## config.mk

```make
export PLATFORM = sky130hd
export DESIGN_NAME = hss_sequencer
export DESIGN_NICKNAME = d
export VERILOG_FILES = /design/src/verilog/hss_pkg.sv /design/src/verilog/hss_pin_sync.sv /design/src/verilog/hss_sequencer.sv
export SDC_FILE = /design/constraint.sdc
export NUM_CORES = 1
export LEC_CHECK = 0
export BUFFER_PORTS_ARGS = -buffer_cell sky130_fd_sc_hd__buf_4
export CAP_MARGIN = 20
export CORE_MARGIN = 5
export CORE_UTILIZATION = 47
export DETAILED_ROUTE_END_ITERATION = 16
export GPL_TIMING_DRIVEN = 0
export PLACE_DENSITY_LB_ADDON = 0.05
export RECOVER_POWER = 50
export SYNTH_ARGS = -nofsm -noshare
export SYNTH_HDL_FRONTEND = slang
export SYNTH_HIERARCHICAL = 1
export SYNTH_SLANG_ARGS = --single-unit
```

## constraint.sdc

```tcl
create_clock -name sys_clk_in -period 2.83 [get_ports sys_clk_in]
set_input_delay 0.1415 -clock sys_clk_in [delete_from_list [all_inputs] [get_ports sys_clk_in]]
set_output_delay 0.1415 -clock sys_clk_in [all_outputs]
set_load 0.05 [all_outputs]
```

## src/verilog/hss_pkg.sv

```systemverilog
`default_nettype none
// shared constants and types for the homing switch sequencer
package hss_pkg;
   // pin slot positions in the synchroniser vector
   localparam int HSS_PIN_COUNT = 4;
   localparam int HSS_PIN_POS_LIM = 0; // positive limit
   localparam int HSS_PIN_NEG_LIM = 1; // negative limit
   localparam int HSS_PIN_HS = 2; // home switch
   localparam int HSS_PIN_IDX = 3; // encoder index
   // synchroniser depth in flip-flops
   localparam int HSS_SYNC_STAGES = 2;
   // data widths
   localparam int HSS_POS_W = 32;
   localparam int HSS_SPD_W = 32;
   localparam int HSS_METHOD_W = 4;
   // supported method codes
   localparam logic [3:0] HSS_M2 = 4'h2;
   localparam logic [3:0] HSS_M3 = 4'h3;
   localparam logic [3:0] HSS_M4 = 4'h4;
   localparam logic [3:0] HSS_M5 = 4'h5;
   localparam logic [3:0] HSS_M6 = 4'h6;
   localparam logic [3:0] HSS_M7 = 4'h7;
   localparam logic [3:0] HSS_M8 = 4'h8;
   // values after reset
   localparam logic [31:0] HSS_POS_RST = 32'h0;
   localparam logic [3:0] HSS_SYNC_RST = 4'h0;
   // sequencer states, one-hot
   typedef enum logic [7:0] {
      ST_IDLE  = 8'h01,
      ST_SEEK  = 8'h02,
      ST_BACK  = 8'h04,
      ST_CREEP = 8'h08,
      ST_INDEX = 8'h10,
      ST_STOP  = 8'h20,
      ST_DONE  = 8'h40,
      ST_FAULT = 8'h80
   } hss_state_e;
   // command to the motion profile generator
   typedef struct packed {
      logic run;
      logic decel;
      logic high_speed;
      logic dir_pos;
      logic [31:0] speed;
      logic [31:0] decel_rate;
   } hss_profile_s;
   localparam hss_profile_s HSS_PROFILE_RST = '0;
   // per-method behaviour
   typedef struct packed {
      logic valid;
      logic fe_rise;     // final edge is rising
      logic cd_pos;      // creep direction positive
      logic use_lim;     // positive limit acts as the switch
      logic rev_en;      // reverse on first positive limit
      logic abort_both;  // either limit aborts
      logic abort_neg;   // negative limit aborts
   } hss_cfg_s;
   localparam hss_cfg_s HSS_CFG_RST = '0;
endpackage
`default_nettype wire

```

## src/verilog/hss_pin_sync.sv

```systemverilog
`timescale 1ns/100ps
`default_nettype none
// two-flop synchroniser plus edge detection for the axis pins
module hss_pin_sync
   import hss_pkg::*;
(
   input wire logic sys_clk_in,
   input wire logic rst_b_in,
   input wire logic [HSS_PIN_COUNT-1:0] pins_in,
   output logic [HSS_PIN_COUNT-1:0] level_out,
   output logic [HSS_PIN_COUNT-1:0] rise_out,
   output logic [HSS_PIN_COUNT-1:0] fall_out
);
   logic [HSS_PIN_COUNT-1:0] meta_reg; // first stage, read only by second
   logic [HSS_PIN_COUNT-1:0] sync_reg; // second stage, safe level
   logic [HSS_PIN_COUNT-1:0] prev_reg; // delayed copy for edges

   genvar g;
   generate
      for (g = 0; g < HSS_PIN_COUNT; g++) begin : g_pin
         // per-pin flop chain
         always_ff @(posedge sys_clk_in or negedge rst_b_in) begin
            if (!rst_b_in) begin
               meta_reg[g] <= 1'b0;
               sync_reg[g] <= 1'b0;
               prev_reg[g] <= 1'b0;
            end else begin
               meta_reg[g] <= pins_in[g];
               sync_reg[g] <= meta_reg[g];
               prev_reg[g] <= sync_reg[g];
            end
         end
      end
   endgenerate

   // edges come from the settled stages only
   assign level_out = sync_reg;
   assign rise_out = sync_reg & ~prev_reg;
   assign fall_out = ~sync_reg & prev_reg;
endmodule
`default_nettype wire

```

## src/verilog/hss_sequencer.sv

```systemverilog
// Functional notes
// - method 2 clear limit: fast positive, stop, creep back
// - method 2 limit active: creep negative past release
// - after final edge creep on, latch first index
// - method 3 clear: fast positive, stop, creep negative
// - method 3 active: fast out, back in, creep negative
// - method 4 clear: fast in, back out, creep positive
// - method 4 active: fast negative out, creep positive
// - method 5 clear: fast negative in, creep positive
// - method 5 active: fast out, back in, creep positive
// - method 6 clear: fast in, back out, creep negative
// - method 6 active: fast positive out, creep negative
// - methods 3-6: any limit aborts with alarm
// - methods 7-8: positive limit reverses after stopping
// - method 7: negative or second positive limit aborts
// - method 7 ends falling edge, travelling negative
// - method 8 ends rising edge, travelling positive
// - method 8: second positive limit aborts
`timescale 1ns/100ps
`default_nettype none
module hss_sequencer
   import hss_pkg::*;
(
   input wire logic sys_clk_in,
   input wire logic rst_b_in,
   input wire logic start_in, // one-cycle start request
   input wire logic [HSS_METHOD_W-1:0] method_in, // method code sampled at start
   input wire logic positive_limit_input_in, // asynchronous pin
   input wire logic negative_limit_input_in, // asynchronous pin
   input wire logic home_switch_input_in, // asynchronous pin
   input wire logic index_pulse_in, // asynchronous pin
   input wire logic [HSS_POS_W-1:0] position_in, // encoder count, same clock
   input wire logic motion_stopped_in, // profile at zero speed
   input wire logic [HSS_SPD_W-1:0] high_speed_in, // search speed
   input wire logic [HSS_SPD_W-1:0] low_speed_in, // creep speed
   input wire logic [HSS_SPD_W-1:0] decel_rate_in, // deceleration
   output hss_profile_s profile_out,
   output logic [HSS_POS_W-1:0] origin_out,
   output logic homing_done_out,
   output logic alarm_out,
   output logic busy_out
);
   // method table
   function automatic hss_cfg_s hss_decode(input logic [HSS_METHOD_W-1:0] m);
      hss_cfg_s c;
      c = HSS_CFG_RST;
      c.valid = 1'b1;
      unique case (m)
         HSS_M2: c.use_lim = 1'b1; // limit is the switch, fall, negative
         HSS_M3: c.abort_both = 1'b1;
         HSS_M4: begin
            c.fe_rise = 1'b1;
            c.cd_pos = 1'b1;
            c.abort_both = 1'b1;
         end
         HSS_M5: begin
            c.cd_pos = 1'b1;
            c.abort_both = 1'b1;
         end
         HSS_M6: begin
            c.fe_rise = 1'b1;
            c.abort_both = 1'b1;
         end
         HSS_M7: begin
            c.rev_en = 1'b1;
            c.abort_neg = 1'b1;
         end
         HSS_M8: begin
            c.fe_rise = 1'b1;
            c.cd_pos = 1'b1;
            c.rev_en = 1'b1;
         end
         default: c.valid = 1'b0;
      endcase
      return c;
   endfunction

   // synchronised pins
   logic [HSS_PIN_COUNT-1:0] pin_lvl;
   logic [HSS_PIN_COUNT-1:0] pin_rise;
   logic [HSS_PIN_COUNT-1:0] pin_fall;

   hss_pin_sync u_sync (
      .sys_clk_in(sys_clk_in),
      .rst_b_in(rst_b_in),
      .pins_in({index_pulse_in, home_switch_input_in, negative_limit_input_in,
                positive_limit_input_in}),
      .level_out(pin_lvl),
      .rise_out(pin_rise),
      .fall_out(pin_fall)
   );

   // state and working registers
   hss_state_e state_reg, state_next;
   hss_state_e after_reg, after_next; // state to take once stopped
   hss_cfg_s cfg_reg, cfg_next; // method of the running sequence
   logic dir_reg, dir_next; // travel direction, 1 is positive
   logic erise_reg, erise_next; // fast leg waits for a rising edge
   logic pass_reg, pass_next; // after reversal, ride through the switch
   logic hits_reg, hits_next; // first positive limit already seen
   logic done_reg, done_next;
   logic alarm_reg, alarm_next;
   logic [HSS_POS_W-1:0] origin_reg, origin_next;
   logic busy_next;
   hss_profile_s profile_reg, profile_next;

   // decoded conditions
   wire plim_lvl = pin_lvl[HSS_PIN_POS_LIM];
   wire nlim_lvl = pin_lvl[HSS_PIN_NEG_LIM];
   wire plim_rise = pin_rise[HSS_PIN_POS_LIM];
   wire idx_rise = pin_rise[HSS_PIN_IDX];
   wire hs_lvl = pin_lvl[HSS_PIN_HS];
   // switch that marks the origin for this method
   wire sw_rise = cfg_reg.use_lim ? pin_rise[HSS_PIN_POS_LIM] : pin_rise[HSS_PIN_HS];
   wire sw_fall = cfg_reg.use_lim ? pin_fall[HSS_PIN_POS_LIM] : pin_fall[HSS_PIN_HS];
   // start-time view
   hss_cfg_s start_cfg;
   assign start_cfg = hss_decode(method_in);
   wire start_lvl = start_cfg.use_lim ? plim_lvl : hs_lvl;
   wire start_erise = ~start_lvl; // clear switch: look for it coming on
   // fast leg direction: toward the edge if it is the final one
   wire start_dir = (start_erise == start_cfg.fe_rise) ? start_cfg.cd_pos : ~start_cfg.cd_pos;
   // edge hits
   wire seek_hit = erise_reg ? sw_rise : sw_fall;
   wire final_hit = cfg_reg.fe_rise ? sw_rise : sw_fall;
   // abort causes
   wire abort_hit = (cfg_reg.abort_both & (plim_lvl | nlim_lvl))
                  | (cfg_reg.abort_neg & nlim_lvl)
                  | (cfg_reg.rev_en & hits_reg & plim_rise);
   // first positive limit while moving fast in positive direction
   wire fast_st = (state_reg == ST_SEEK) || (state_reg == ST_BACK);
   wire slow_st = (state_reg == ST_CREEP) || (state_reg == ST_INDEX);
   wire rev_hit = cfg_reg.rev_en & ~hits_reg & plim_rise & dir_reg & fast_st;
   wire idle_st = (state_reg == ST_IDLE) || (state_reg == ST_DONE) || (state_reg == ST_FAULT);

   // next-state logic
   always_comb begin
      state_next = state_reg;
      after_next = after_reg;
      cfg_next = cfg_reg;
      dir_next = dir_reg;
      erise_next = erise_reg;
      pass_next = pass_reg;
      hits_next = hits_reg;
      done_next = done_reg;
      alarm_next = alarm_reg;
      origin_next = origin_reg;
      unique case (state_reg)
         // waiting for a start; flags hold until then
         ST_IDLE, ST_DONE, ST_FAULT: begin
            if (start_in) begin
               cfg_next = start_cfg;
               done_next = 1'b0;
               alarm_next = 1'b0;
               hits_next = 1'b0;
               pass_next = 1'b0;
               erise_next = start_erise;
               if (!start_cfg.valid) begin
                  state_next = ST_FAULT;
                  alarm_next = 1'b1;
               end else if (start_cfg.use_lim && start_lvl) begin
                  state_next = ST_CREEP;
                  dir_next = start_cfg.cd_pos;
               end else begin
                  state_next = ST_SEEK;
                  dir_next = start_dir;
               end
            end
         end
         // fast legs
         ST_SEEK, ST_BACK: begin
            if (abort_hit) begin
               state_next = ST_FAULT;
               alarm_next = 1'b1;
               done_next = 1'b0;
            end else if (rev_hit) begin
               hits_next = 1'b1;
               erise_next = 1'b1;
               pass_next = 1'b1;
               after_next = ST_SEEK;
               state_next = ST_STOP;
            end else if (seek_hit && pass_reg) begin
               pass_next = 1'b0; // now inside the switch, run on to its far edge
               erise_next = 1'b0;
            end else if (seek_hit) begin
               state_next = ST_STOP;
               erise_next = ~erise_reg;
               // edge equal to the final one means back off and approach again
               if (state_reg == ST_SEEK && erise_reg == cfg_reg.fe_rise) begin
                  after_next = ST_BACK;
               end else begin
                  after_next = ST_CREEP;
               end
            end
         end
         // slow approach to the final edge
         ST_CREEP: begin
            if (abort_hit) begin
               state_next = ST_FAULT;
               alarm_next = 1'b1;
            end else if (final_hit) begin
               state_next = ST_INDEX;
            end
         end
         // keep creeping until the index pulse
         ST_INDEX: begin
            if (abort_hit) begin
               state_next = ST_FAULT;
               alarm_next = 1'b1;
            end else if (idx_rise) begin
               origin_next = position_in;
               done_next = 1'b1;
               after_next = ST_DONE;
               state_next = ST_STOP;
            end
         end
         // decelerate to zero before anything but an abort
         ST_STOP: begin
            if (abort_hit) begin
               state_next = ST_FAULT;
               alarm_next = 1'b1;
               done_next = 1'b0;
            end else if (motion_stopped_in) begin
               state_next = after_reg;
               if (after_reg == ST_CREEP) begin
                  dir_next = cfg_reg.cd_pos;
               end else if (after_reg == ST_BACK || after_reg == ST_SEEK) begin
                  dir_next = ~dir_reg;
               end
            end
         end
         default: state_next = ST_IDLE;
      endcase
   end

   // profile command, speeds taken live from the inputs
   assign busy_next = ~((state_next == ST_IDLE) || (state_next == ST_DONE)
                        || (state_next == ST_FAULT));
   assign profile_next.run = fast_st | slow_st;
   assign profile_next.decel = (state_reg == ST_STOP) || (state_reg == ST_FAULT);
   assign profile_next.high_speed = fast_st;
   assign profile_next.dir_pos = dir_reg;
   assign profile_next.speed = fast_st ? high_speed_in : (slow_st ? low_speed_in : '0);
   assign profile_next.decel_rate = decel_rate_in;

   // sequencer registers
   always_ff @(posedge sys_clk_in or negedge rst_b_in) begin
      if (!rst_b_in) begin
         state_reg <= ST_IDLE;
         after_reg <= ST_IDLE;
         cfg_reg <= HSS_CFG_RST;
         dir_reg <= 1'b0;
         erise_reg <= 1'b0;
         pass_reg <= 1'b0;
         hits_reg <= 1'b0;
      end else begin
         state_reg <= state_next;
         after_reg <= after_next;
         cfg_reg <= cfg_next;
         dir_reg <= dir_next;
         erise_reg <= erise_next;
         pass_reg <= pass_next;
         hits_reg <= hits_next;
      end
   end

   // output registers
   always_ff @(posedge sys_clk_in or negedge rst_b_in) begin
      if (!rst_b_in) begin
         done_reg <= 1'b0;
         alarm_reg <= 1'b0;
         origin_reg <= HSS_POS_RST;
         profile_reg <= HSS_PROFILE_RST;
         busy_out <= 1'b0;
      end else begin
         done_reg <= done_next;
         alarm_reg <= alarm_next;
         origin_reg <= origin_next;
         profile_reg <= profile_next;
         busy_out <= busy_next;
      end
   end

   assign profile_out = profile_reg;
   assign origin_out = origin_reg;
   assign homing_done_out = done_reg;
   assign alarm_out = alarm_reg;

   // checks
   a_method2_clear: assert property (@(posedge sys_clk_in) disable iff (!rst_b_in)
      idle_st && start_in && method_in == HSS_M2 && !plim_lvl
      |=> state_reg == ST_SEEK && dir_reg ##1 profile_out.high_speed)
      else $error("method 2 did not start fast positive");
   a_method2_active: assert property (@(posedge sys_clk_in) disable iff (!rst_b_in)
      idle_st && start_in && method_in == HSS_M2 && plim_lvl
      |=> state_reg == ST_CREEP && !dir_reg)
      else $error("method 2 did not creep negative");
   a_origin_latch: assert property (@(posedge sys_clk_in) disable iff (!rst_b_in)
      state_reg == ST_INDEX && idx_rise && !abort_hit
      |=> origin_out == $past(position_in) && homing_done_out)
      else $error("index did not latch origin");
   a_creep_slow: assert property (@(posedge sys_clk_in) disable iff (!rst_b_in)
      slow_st |=> profile_out.run && !profile_out.high_speed
      && profile_out.speed == $past(low_speed_in) && profile_out.dir_pos == cfg_reg.cd_pos)
      else $error("creep not slow in creep direction");
   a_limit_abort: assert property (@(posedge sys_clk_in) disable iff (!rst_b_in)
      !idle_st && cfg_reg.abort_both && (plim_lvl || nlim_lvl)
      |=> state_reg == ST_FAULT && alarm_out ##1 profile_out.decel)
      else $error("limit did not abort");
   a_limit_reverse: assert property (@(posedge sys_clk_in) disable iff (!rst_b_in)
      rev_hit && !abort_hit |=> state_reg == ST_STOP && after_reg == ST_SEEK && hits_reg)
      else $error("positive limit did not reverse");
   a_neg_abort: assert property (@(posedge sys_clk_in) disable iff (!rst_b_in)
      !idle_st && cfg_reg.abort_neg && nlim_lvl |=> state_reg == ST_FAULT)
      else $error("negative limit did not abort");
   a_limit_second: assert property (@(posedge sys_clk_in) disable iff (!rst_b_in)
      !idle_st && cfg_reg.rev_en && hits_reg && plim_rise |=> state_reg == ST_FAULT && alarm_out)
      else $error("second positive limit did not abort");
   a_stop_first: assert property (@(posedge sys_clk_in) disable iff (!rst_b_in)
      !idle_st && $past(!idle_st) && dir_reg != $past(dir_reg)
      |-> $past(state_reg) == ST_STOP && $past(motion_stopped_in))
      else $error("direction changed while moving");
   a_alarm_hold: assert property (@(posedge sys_clk_in) disable iff (!rst_b_in)
      alarm_out && !start_in |=> alarm_out)
      else $error("alarm dropped before restart");
   c_done: cover property (@(posedge sys_clk_in) disable iff (!rst_b_in) state_reg == ST_DONE);
   c_fault: cover property (@(posedge sys_clk_in) disable iff (!rst_b_in) state_reg == ST_FAULT);
   c_back: cover property (@(posedge sys_clk_in) disable iff (!rst_b_in) state_reg == ST_BACK);
   c_reverse: cover property (@(posedge sys_clk_in) disable iff (!rst_b_in) rev_hit);
endmodule
`default_nettype wire
```

==> impl_metrics.tcl, run 1 <==
set metrics [dict create \
    post-place-ws_ps 44.3 \
    area_growth_pct 74.2 \
    num_rows 38 \
    synthCells 389 \
    crit_type "flip-flop to flip-flop" \
    h-tree-depth 4 \
    rsz0062_at_grt "no" \
    clk_pin_slew_ps 60 \
    viasPerCell 5.35 \
    p_comb_frac 0.291 \
    p_leak_nw 4.60 \
    cp-end-kind "flip-flop" \
    crit_chain "or4_4, buf_6, or4_4, buf_6, clkinv_2, a22o_1, dlygate4sd3_1" \
    worstSetupStartpointType "flip-flop" \
    cp_data_arrival_time_ps 3150 \
    drc 0 \
    maxSlewViolCount 64 \
    cts_max_path_buffers 2 \
    dieArea_um2 13400 \
    post-route-cell-area_um2 9160 \
    p_switching_mw 1.94 \
    path_max_fanout 10 \
    power_frac_clock 0.330 \
    syn_area_um2 5260 \
    gr-total-overflow 0 \
    power.density_nw_per_um2 663 \
    clock_latency_ps 520 \
    drive_above_1_share 0.408 \
    avgSynthCellArea_um2 13.5 \
    tritoncts "built" \
    layout.nets 927 \
    fin_skew_ps 11.1 \
    netSwitchingFraction 0.320 \
    cp.required_ps 3290 \
    vdd_ir_drop_max_mv 0.450 \
    period_minus_slack_ps 2700 \
    max_stage_delay_ps 560 \
    drv_cap 1 \
    status "complete, but fails checks" \
    grt_max_degree 75 \
    floorplan.initialDensity 0.483 \
    drtAntennaViolNets 0 \
    placed_area_um2 7280 \
    drt_pre_antenna_iters 5 \
    grt_pass1_wl_um 30700 \
    ys_warn_count 6 \
    num_vias 5020 \
    antenna_found_initial 3 \
    final-hold-violation-count 0 \
    numCtsBuffers 17 \
    tns_ps 0 \
    numClockSinks 137 \
    hp-class "input pin to flip-flop" \
    die_w_um 116 \
    core-area_um2 10900 \
    gp_congestion 0.887 \
    post_cts_buffers 0 \
    drt-total-wl_um 20400 \
    cpMaxStageDelayCell "or4_4" \
    finalWorstSetupSlack_ps 134 \
    max_freq_ghz 0.371 \
    min_period_over_period 0.953 \
    violations "max-capacitance violations, max-slew violations" \
    setup_viol 0 \
    dp_hpwl_um 11800 \
    drt_iter0_drc 267 \
    maxSlewHeadroom -0.0378 \
    p_int_mw 4.13 \
    syn_nets 529 \
    max_slew.worst_pin.slew_ps 1560 \
    pwr-share-seq 0.379 \
    cts-root-buf "clkbuf_8" \
    largest_reg_flops 68 \
    avgRoutedWirePerCell_um 21.7 \
    track_usage 0.312 \
    numPortBuffers 242 \
    die_height_um 116 \
    first_global_vias 5653 \
    num_io_pins 243 \
    nFillCells 524 \
]
[what timing repair did]
item	4_1_cts	5_1_grt
setup endpoints to repair	0	36
hold endpoints to repair	167	0
hold buffers	136	0
gates resized for setup	0	4
[critical path, delay by kind of cell, from the launching register on]
kind	cells	cell delay, ps
flip-flops	1	460
buffers and inverters	4	980
AND/OR/NAND/NOR	2	1030
AO/OA/AOI/OAI	1	160
[placed cells by master, fill, tap and decap left out, types with 3 or more instances in the layout]
cell type	count
diode_2	3
a21o_1	5
nand3_1	4
o22ai_1	4
dlygate4sd3_1	136
dfrtp_1	135
a22o_1	34
nand2_1	19
clkbuf_4	37
xnor2_1	3
or2_2	3
mux2_2	33
clkbuf_16	16
nor4b_1	3
clkbuf_1	18
buf_6	3
nor2_1	16
o31ai_1	4
inv_1	8
buf_2	5
o21ai_0	14
o21a_1	3
and3_1	4
a21oi_1	13
xor2_1	4
and2b_2	5
a31oi_1	3
nand2b_1	5
nor3_1	6
o211ai_1	3
buf_4	198
clkbuf_8	5
[worst paths after layout]
| check | startpoint | to | slack, ps | depth (start not counted) |
|---|---|---|---|---|
| max reg2reg | state_reg[5]$_DFF_PN0_ | profile_out[32]$_DFF_PN0_ | 130 | 7 |
| min | method_in[1] | cfg_reg[5]$_DFFE_PN0P_ | 40 | 4 |
| max in group asynchronous | rst_b_in | profile_out[52]$_DFF_PN0_ | 1260 | 3 |
| min in group asynchronous | rst_b_in | u_sync/level_out[3]$_DFF_PN0_ | 540 | 2 |
| min reg2reg | u_sync/meta_reg[1]$_DFF_PN0_ | u_sync/level_out[1]$_DFF_PN0_ | 350 | 0 |
| max | state_reg[5]$_DFF_PN0_ | profile_out[32]$_DFF_PN0_ | 130 | 7 |
[through the flow]
stage / util / power (mW) / instances / hold WS [ps]
final: 0.841 / 6.07 / 938 / 41.5
after global routing: 0.841 / 6.31 / 938 / 72.4
after CTS: 0.842 / 6.02 / 935 / 20.5
after detailed placement: 0.669 / 3.89 / 772 / 161
after global placement: 0.666 / 3.86 / 771 / 251
after floorplan: - / 3.31 / 389 / -154
[layer usage]
metal / wire length (um) / vias up / track usage
li1: - / 2205 / -
met1: 7070 / 2506 / 0.338
met3: 1570 / 50 / 0.0956
met2: 11000 / 259 / 0.555
met4: 799 / 0 / 0.150
met5: 0 / - / 0
[final cells by class]
| class | count | area [um2] | area share |
|---|---|---|---|
| flip-flops and latches | 137 | 3430 | 0.374 |
| repair buffers | 379 | 3180 | 0.347 |
| multi-input cells | 226 | 1720 | 0.187 |
| clock buffers | 24 | 480 | 0.0524 |
| well taps | 140 | 175 | 0.0191 |
| plain buffers | 17 | 96.3 | 0.0105 |
| clock inverters | 3 | 42.5 | 0.00464 |
| inverters | 9 | 35.0 | 0.00382 |
| diodes | 3 | 7.51 | 0.000819 |
[power groups by stage]
stage,clock [mW],combinational (mW),sequential [mW]
after floorplan,0,0.619,2.69
after global placement,0,1.55,2.32
after detailed placement,0,1.57,2.32
after CTS,2.00,1.73,2.29
after global routing,2.10,1.87,2.33
final,2.00,1.77,2.30
(Power assumes the default switching activity.)
==> inputs of run 2 (changes only) <==
--- a/config.mk
+++ b/config.mk
@@ -11,6 +11,7 @@
 export CORE_UTILIZATION = 47
 export DETAILED_ROUTE_END_ITERATION = 16
 export GPL_TIMING_DRIVEN = 0
+export HOLD_SLACK_MARGIN = 0.15
 export PLACE_DENSITY_LB_ADDON = 0.05
 export RECOVER_POWER = 50
 export SYNTH_ARGS = -nofsm -noshare
==> run 2 against run 1 <==
The flow still finishes with violations (max-capacitance violations, max-slew violations). Routed wire length up 0.96%. Highest routed layer unchanged. First-iteration DRC count up 3.7%. Sequential cell count unchanged. Critical path depth unchanged. Die area unchanged. Critical endpoint unchanged. Clock skew down 0.96 ps. Global-route usage up 0.42 points. Non-clock buffer count up 5.
==> impl_metrics.tcl, run 2 (synthesized netlist as in run 1, its figures left out) <==
set metrics [dict create \
    status "complete, but fails checks" \
    violations "max-capacitance violations, max-slew violations" \
    numPortBuffers 242 \
    power.density_nw_per_um2 663 \
    dr_wl_met3_um 1720 \
    crit_chain "or4_4, buf_6, or4_4, buf_6, clkinv_2, a22o_1, dlygate4sd3_1" \
    num_io_pins 243 \
    max_freq_ghz 0.371 \
    dr.max_layer_used "met4" \
    period_minus_slack_ps 2700 \
    avgRoutedWirePerCell_um 21.9 \
    drv_cap 1 \
    drt_iter0_drc 277 \
    floorplan.initialDensity 0.483 \
    nFillCells 525 \
    drc 0 \
    numClockSinks 137 \
    grt_max_degree 75 \
    rsz0062_at_grt "no" \
    max_stage_delay_ps 560 \
    p_leak_nw 4.62 \
    placed_area_um2 7280 \
    core-area_um2 10900 \
    h-tree-depth 4 \
    max_slew.worst_pin.slew_ps 1550 \
    final_common_cell "buf_4" \
    fin_skew_ps 10.1 \
    cp.required_ps 3290 \
    min_period_over_period 0.954 \
    drtAntennaViolNets 0 \
    post-route-cell-area_um2 9200 \
    viasPerCell 5.39 \
    area_growth_pct 74.9 \
    crit_type "flip-flop to flip-flop" \
    die_height_um 116 \
    largest_reg_flops 68 \
    maxSlewViolCount 64 \
    clk_pin_slew_ps 60 \
    wl_met2_um 10800 \
    vdd_ir_drop_max_mv 0.446 \
    cp-end-kind "flip-flop" \
    numCtsBuffers 17 \
    dieArea_um2 13400 \
    num_rows 38 \
    die_w_um 116 \
    worstSetupStartpointType "flip-flop" \
    post_cts_buffers 0 \
    first_global_vias 5656 \
    gr-total-overflow 0 \
    drt-met1-wl_um 7280 \
    dp_hpwl_um 11800 \
    final-hold-violation-count 0 \
    tns_ps 0 \
    hp-class "input pin to flip-flop" \
    cp_data_arrival_time_ps 3160 \
    setup_viol 0 \
    layout.nets 932 \
    tritoncts "built" \
    cts_max_path_buffers 2 \
    maxSlewHeadroom -0.0322 \
    track_usage 0.316 \
    drive_above_1_share 0.401 \
    antenna_found_initial 2 \
    cpMaxStageDelayCell "or4_4" \
    cts-root-buf "clkbuf_8" \
    drt_pre_antenna_iters 5 \
    path_max_fanout 10 \
    grt_pass1_wl_um 31400 \
    num_vias 5073 \
    clock_latency_ps 530 \
    drt-total-wl_um 20600 \
    gp_congestion 0.887 \
    most-common-layout-cells "buf_4 (198), dlygate4sd3_1 (141), dfrtp_1 (135)" \
]
[run 2: final timing paths]
kind	depth (start not counted)	startpoint	slack (ps)	endpoint
max	7	state_reg[5]$_DFF_PN0_	130	profile_out[32]$_DFF_PN0_
min	2	decel_rate_in[12]	290	profile_out[12]$_DFF_PN0_
max reg2reg	7	state_reg[5]$_DFF_PN0_	130	profile_out[32]$_DFF_PN0_
min reg2reg	0	u_sync/meta_reg[1]$_DFF_PN0_	350	u_sync/level_out[1]$_DFF_PN0_
max in group asynchronous	3	rst_b_in	1260	profile_out[50]$_DFF_PN0_
min in group asynchronous	2	rst_b_in	540	u_sync/level_out[3]$_DFF_PN0_
[run 2: worst max-delay path: cells and delay by family (launching register included)]
| kind | cells | cell delay (ps) |
|---|---|---|
| AO/OA/AOI/OAI | 1 | 160 |
| flip-flops | 1 | 460 |
| buffers and inverters | 4 | 980 |
| AND/OR/NAND/NOR | 2 | 1030 |
[run 2: power breakdown]
group	internal [mW]	switching [mW]
logic	0.734	1.04
clock network	1.23	0.783
registers	2.16	0.143
total	4.13	1.97
[run 2: final cells by class]
cell class	instances	area, um2	area share
tap	140	175	0.0191
buffer	17	96.3	0.0105
clock buffer	24	480	0.0523
multi-input combinational	226	1710	0.186
clock inverter	3	42.5	0.00463
inverter	9	35.0	0.00381
sequential	137	3430	0.373
timing repair buffer	384	3220	0.350
antenna	2	5.00	0.000544
[run 2: what timing repair did]
action                                  4_1_cts  5_1_grt
hold endpoints to repair                    248        0
endpoints found under the setup margin        0       39
gates resized for setup                       0        3
hold buffers                                141        0
[run 2: through the flow]
step / utilization / instances / power [mW] / hold WS [ps] / worst slack (ps)
final: 0.845 / 942 / 6.10 / 288 / 131
after global routing: 0.845 / 942 / 6.33 / 277 / 27.5
after CTS: 0.846 / 940 / 6.03 / 182 / 17.2
after detailed placement: 0.669 / 772 / 3.89 / 161 / 44.3
after global placement: 0.666 / 771 / 3.86 / 251 / 71.5
after floorplan: - / 389 / 3.31 / -154 / 380
[run 2: layer usage]
| metal | track usage | vias up |
|---|---|---|
| met1 | 0.353 | 2526 |
| met3 | 0.0961 | 54 |
| met4 | 0.153 | 0 |
| met5 | 0 | - |
| met2 | 0.552 | 272 |
| li1 | - | 2221 |
==> inputs of run 3 (changes only) <==
--- a/config.mk
+++ b/config.mk
@@ -5,6 +5,7 @@
 export SDC_FILE = /design/constraint.sdc
 export NUM_CORES = 1
 export LEC_CHECK = 0
+export ABC_AREA = 1
 export BUFFER_PORTS_ARGS = -buffer_cell sky130_fd_sc_hd__buf_4
 export CAP_MARGIN = 20
 export CORE_MARGIN = 5
==> run 3 against run 2 <==
The run still ends with max-capacitance violations, max-slew violations left. Critical path type is now input pin to flip-flop. Routed wire length decreased by 0.66%. Via count increased by 9.3%. Clock power increased by 14%. Critical path depth increased by 1. Total power increased by 0.27%. Global-route usage decreased by 0.71 points. Largest power group is now clock. Worst setup slack improved by 200 ps. Die area increased by 1.5%.
==> impl_metrics.tcl, run 3 <==
set metrics [dict create \
    numCtsBuffers 17 \
    vdd_ir_drop_max_mv 0.911 \
    track_usage 0.309 \
    numPortBuffers 241 \
    dp_hpwl_um 11700 \
    finalWorstSetupSlack_ps 330 \
    cts_max_path_buffers 2 \
    ys_warn_count 6 \
    core-area_um2 11300 \
    cts-root-buf "clkbuf_16" \
    cp-end-kind "flip-flop" \
    num_io_pins 243 \
    largest_reg_flops 68 \
    max_freq_ghz 0.400 \
    most-common-layout-cells "nand2_1 (185), dlygate4sd3_1 (143), dfrtp_1 (135), buf_4 (135), clkbuf_1 (70)" \
    post_cts_buffers 0 \
    p_leak_nw 4.64 \
    cp_data_arrival_time_ps 2850 \
    rsz0062_at_grt "no" \
    drv_cap 1 \
    grt_max_degree 75 \
    hp-class "flip-flop to flip-flop" \
    avgSynthCellArea_um2 9.73 \
    syn_area_um2 5340 \
    violations "max-capacitance violations, max-slew violations" \
    gr-total-overflow 0 \
    area_growth_pct 71.3 \
    drt-total-wl_um 20500 \
    die_w_um 117 \
    final_common_cell "nand2_1" \
    period_minus_slack_ps 2500 \
    synthCells 549 \
    die_height_um 117 \
    num_vias 5545 \
    instances_no_fill 1109 \
    tns_ps 0 \
    antenna_found_initial 0 \
    worstSetupStartpointType "input pin" \
    min_period_over_period 0.883 \
    tritoncts "built" \
    viasPerCell 5.00 \
    drc 0 \
    avgRoutedWirePerCell_um 18.4 \
    grt_pass1_wl_um 31600 \
    numClockSinks 137 \
    power.density_nw_per_um2 668 \
    cts_resized 0 \
    h-tree-depth 4 \
    clock_latency_ps 430 \
    dieArea_um2 13600 \
    status "complete, but fails checks" \
    path_max_fanout 3 \
    maxSlewViolCount 64 \
    max_slew.worst_pin.slew_ps 1640 \
    maxSlewHeadroom -0.0903 \
    final-hold-violation-count 0 \
    post-place-ws_ps 924 \
    drt_pre_antenna_iters 4 \
    dp.cells 934 \
    post-route-cell-area_um2 9150 \
    clk_pin_slew_ps 60 \
    gp_congestion 0.930 \
    layout.nets 1093 \
    crit_type "input pin to flip-flop" \
    setup_viol 0 \
    num_rows 39 \
    fin_util 0.812 \
    drive_above_1_share 0.250 \
    syn_nets 689 \
    first_global_vias 6055 \
    drtAntennaViolNets 0 \
    fin_skew_ps 11.7 \
    cp.required_ps 3180 \
    drt_iter0_drc 313 \
    floorplan.initialDensity 0.474 \
    placed_area_um2 7360 \
]
[run 3: final cells by class]
cell class	count	area, um2
buffer	16	86.3
clock inverter	9	136
antenna	1	2.50
sequential	137	3430
inverter	50	188
tap	143	179
timing repair buffer	385	3010
clock buffer	22	484
fill	704	2120
multi-input combinational	346	1640
[run 3: worst max-delay path, stage by stage]
cell and delay, ps:
dlygate4sd3_1 540, buf_4 140, nor2_1 80, dlygate4sd3_1 570, nand2_1 90, dlygate4sd3_1 570, a21oi_1 150, dlygate4sd3_1 560
[run 3: report_power, final]
part	switching (mW)	internal (mW)	total [mW]	leakage, nW
combinational	0.982	0.583	1.56	2.72
sequential	0.105	2.13	2.24	1.62
clock	0.833	1.48	2.31	0.299
[run 3: metrics by stage]
stage          hold WS [ps]  power [mW]
2_1_floorplan          -154        3.16
3_3_place_gp            250        3.66
3_5_place_dp            169        3.68
4_1_cts                 298        6.16
5_1_grt                 353        6.40
6_report                350        6.12
[run 3: final timing paths]
check,startpoint,endpoint,slack (ps),depth (start not counted)
max in group asynchronous,rst_b_in,after_reg[0]$_DFFE_PN1P_,1060,3
setup / recovery,method_in[2],cfg_reg[2]$_DFFE_PN0P_,330,8
min in group asynchronous,rst_b_in,profile_out[20]$_DFF_PN0_,680,2
setup reg to reg,state_reg[7]$_DFF_PN0_,profile_out[59]$_DFF_PN0_,390,9
hold reg to reg,u_sync/meta_reg[1]$_DFF_PN0_,u_sync/level_out[1]$_DFF_PN0_,350,0
hold / removal,u_sync/meta_reg[1]$_DFF_PN0_,u_sync/level_out[1]$_DFF_PN0_,350,0
[run 3: metal layers]
metal,GRT usage,vias up,share of wire
met3,0.0943,59,0.079
met4,0.136,0,0.035
li1,-,2575,-
met1,0.353,2646,0.36
met2,0.537,265,0.52
met5,0,-,0
[run 3: what timing repair did]
action | in CTS | in global routing
endpoints found under the setup margin | 0 | 0
endpoints found under the hold margin | 169 | 0
hold buffers | 143 | 0
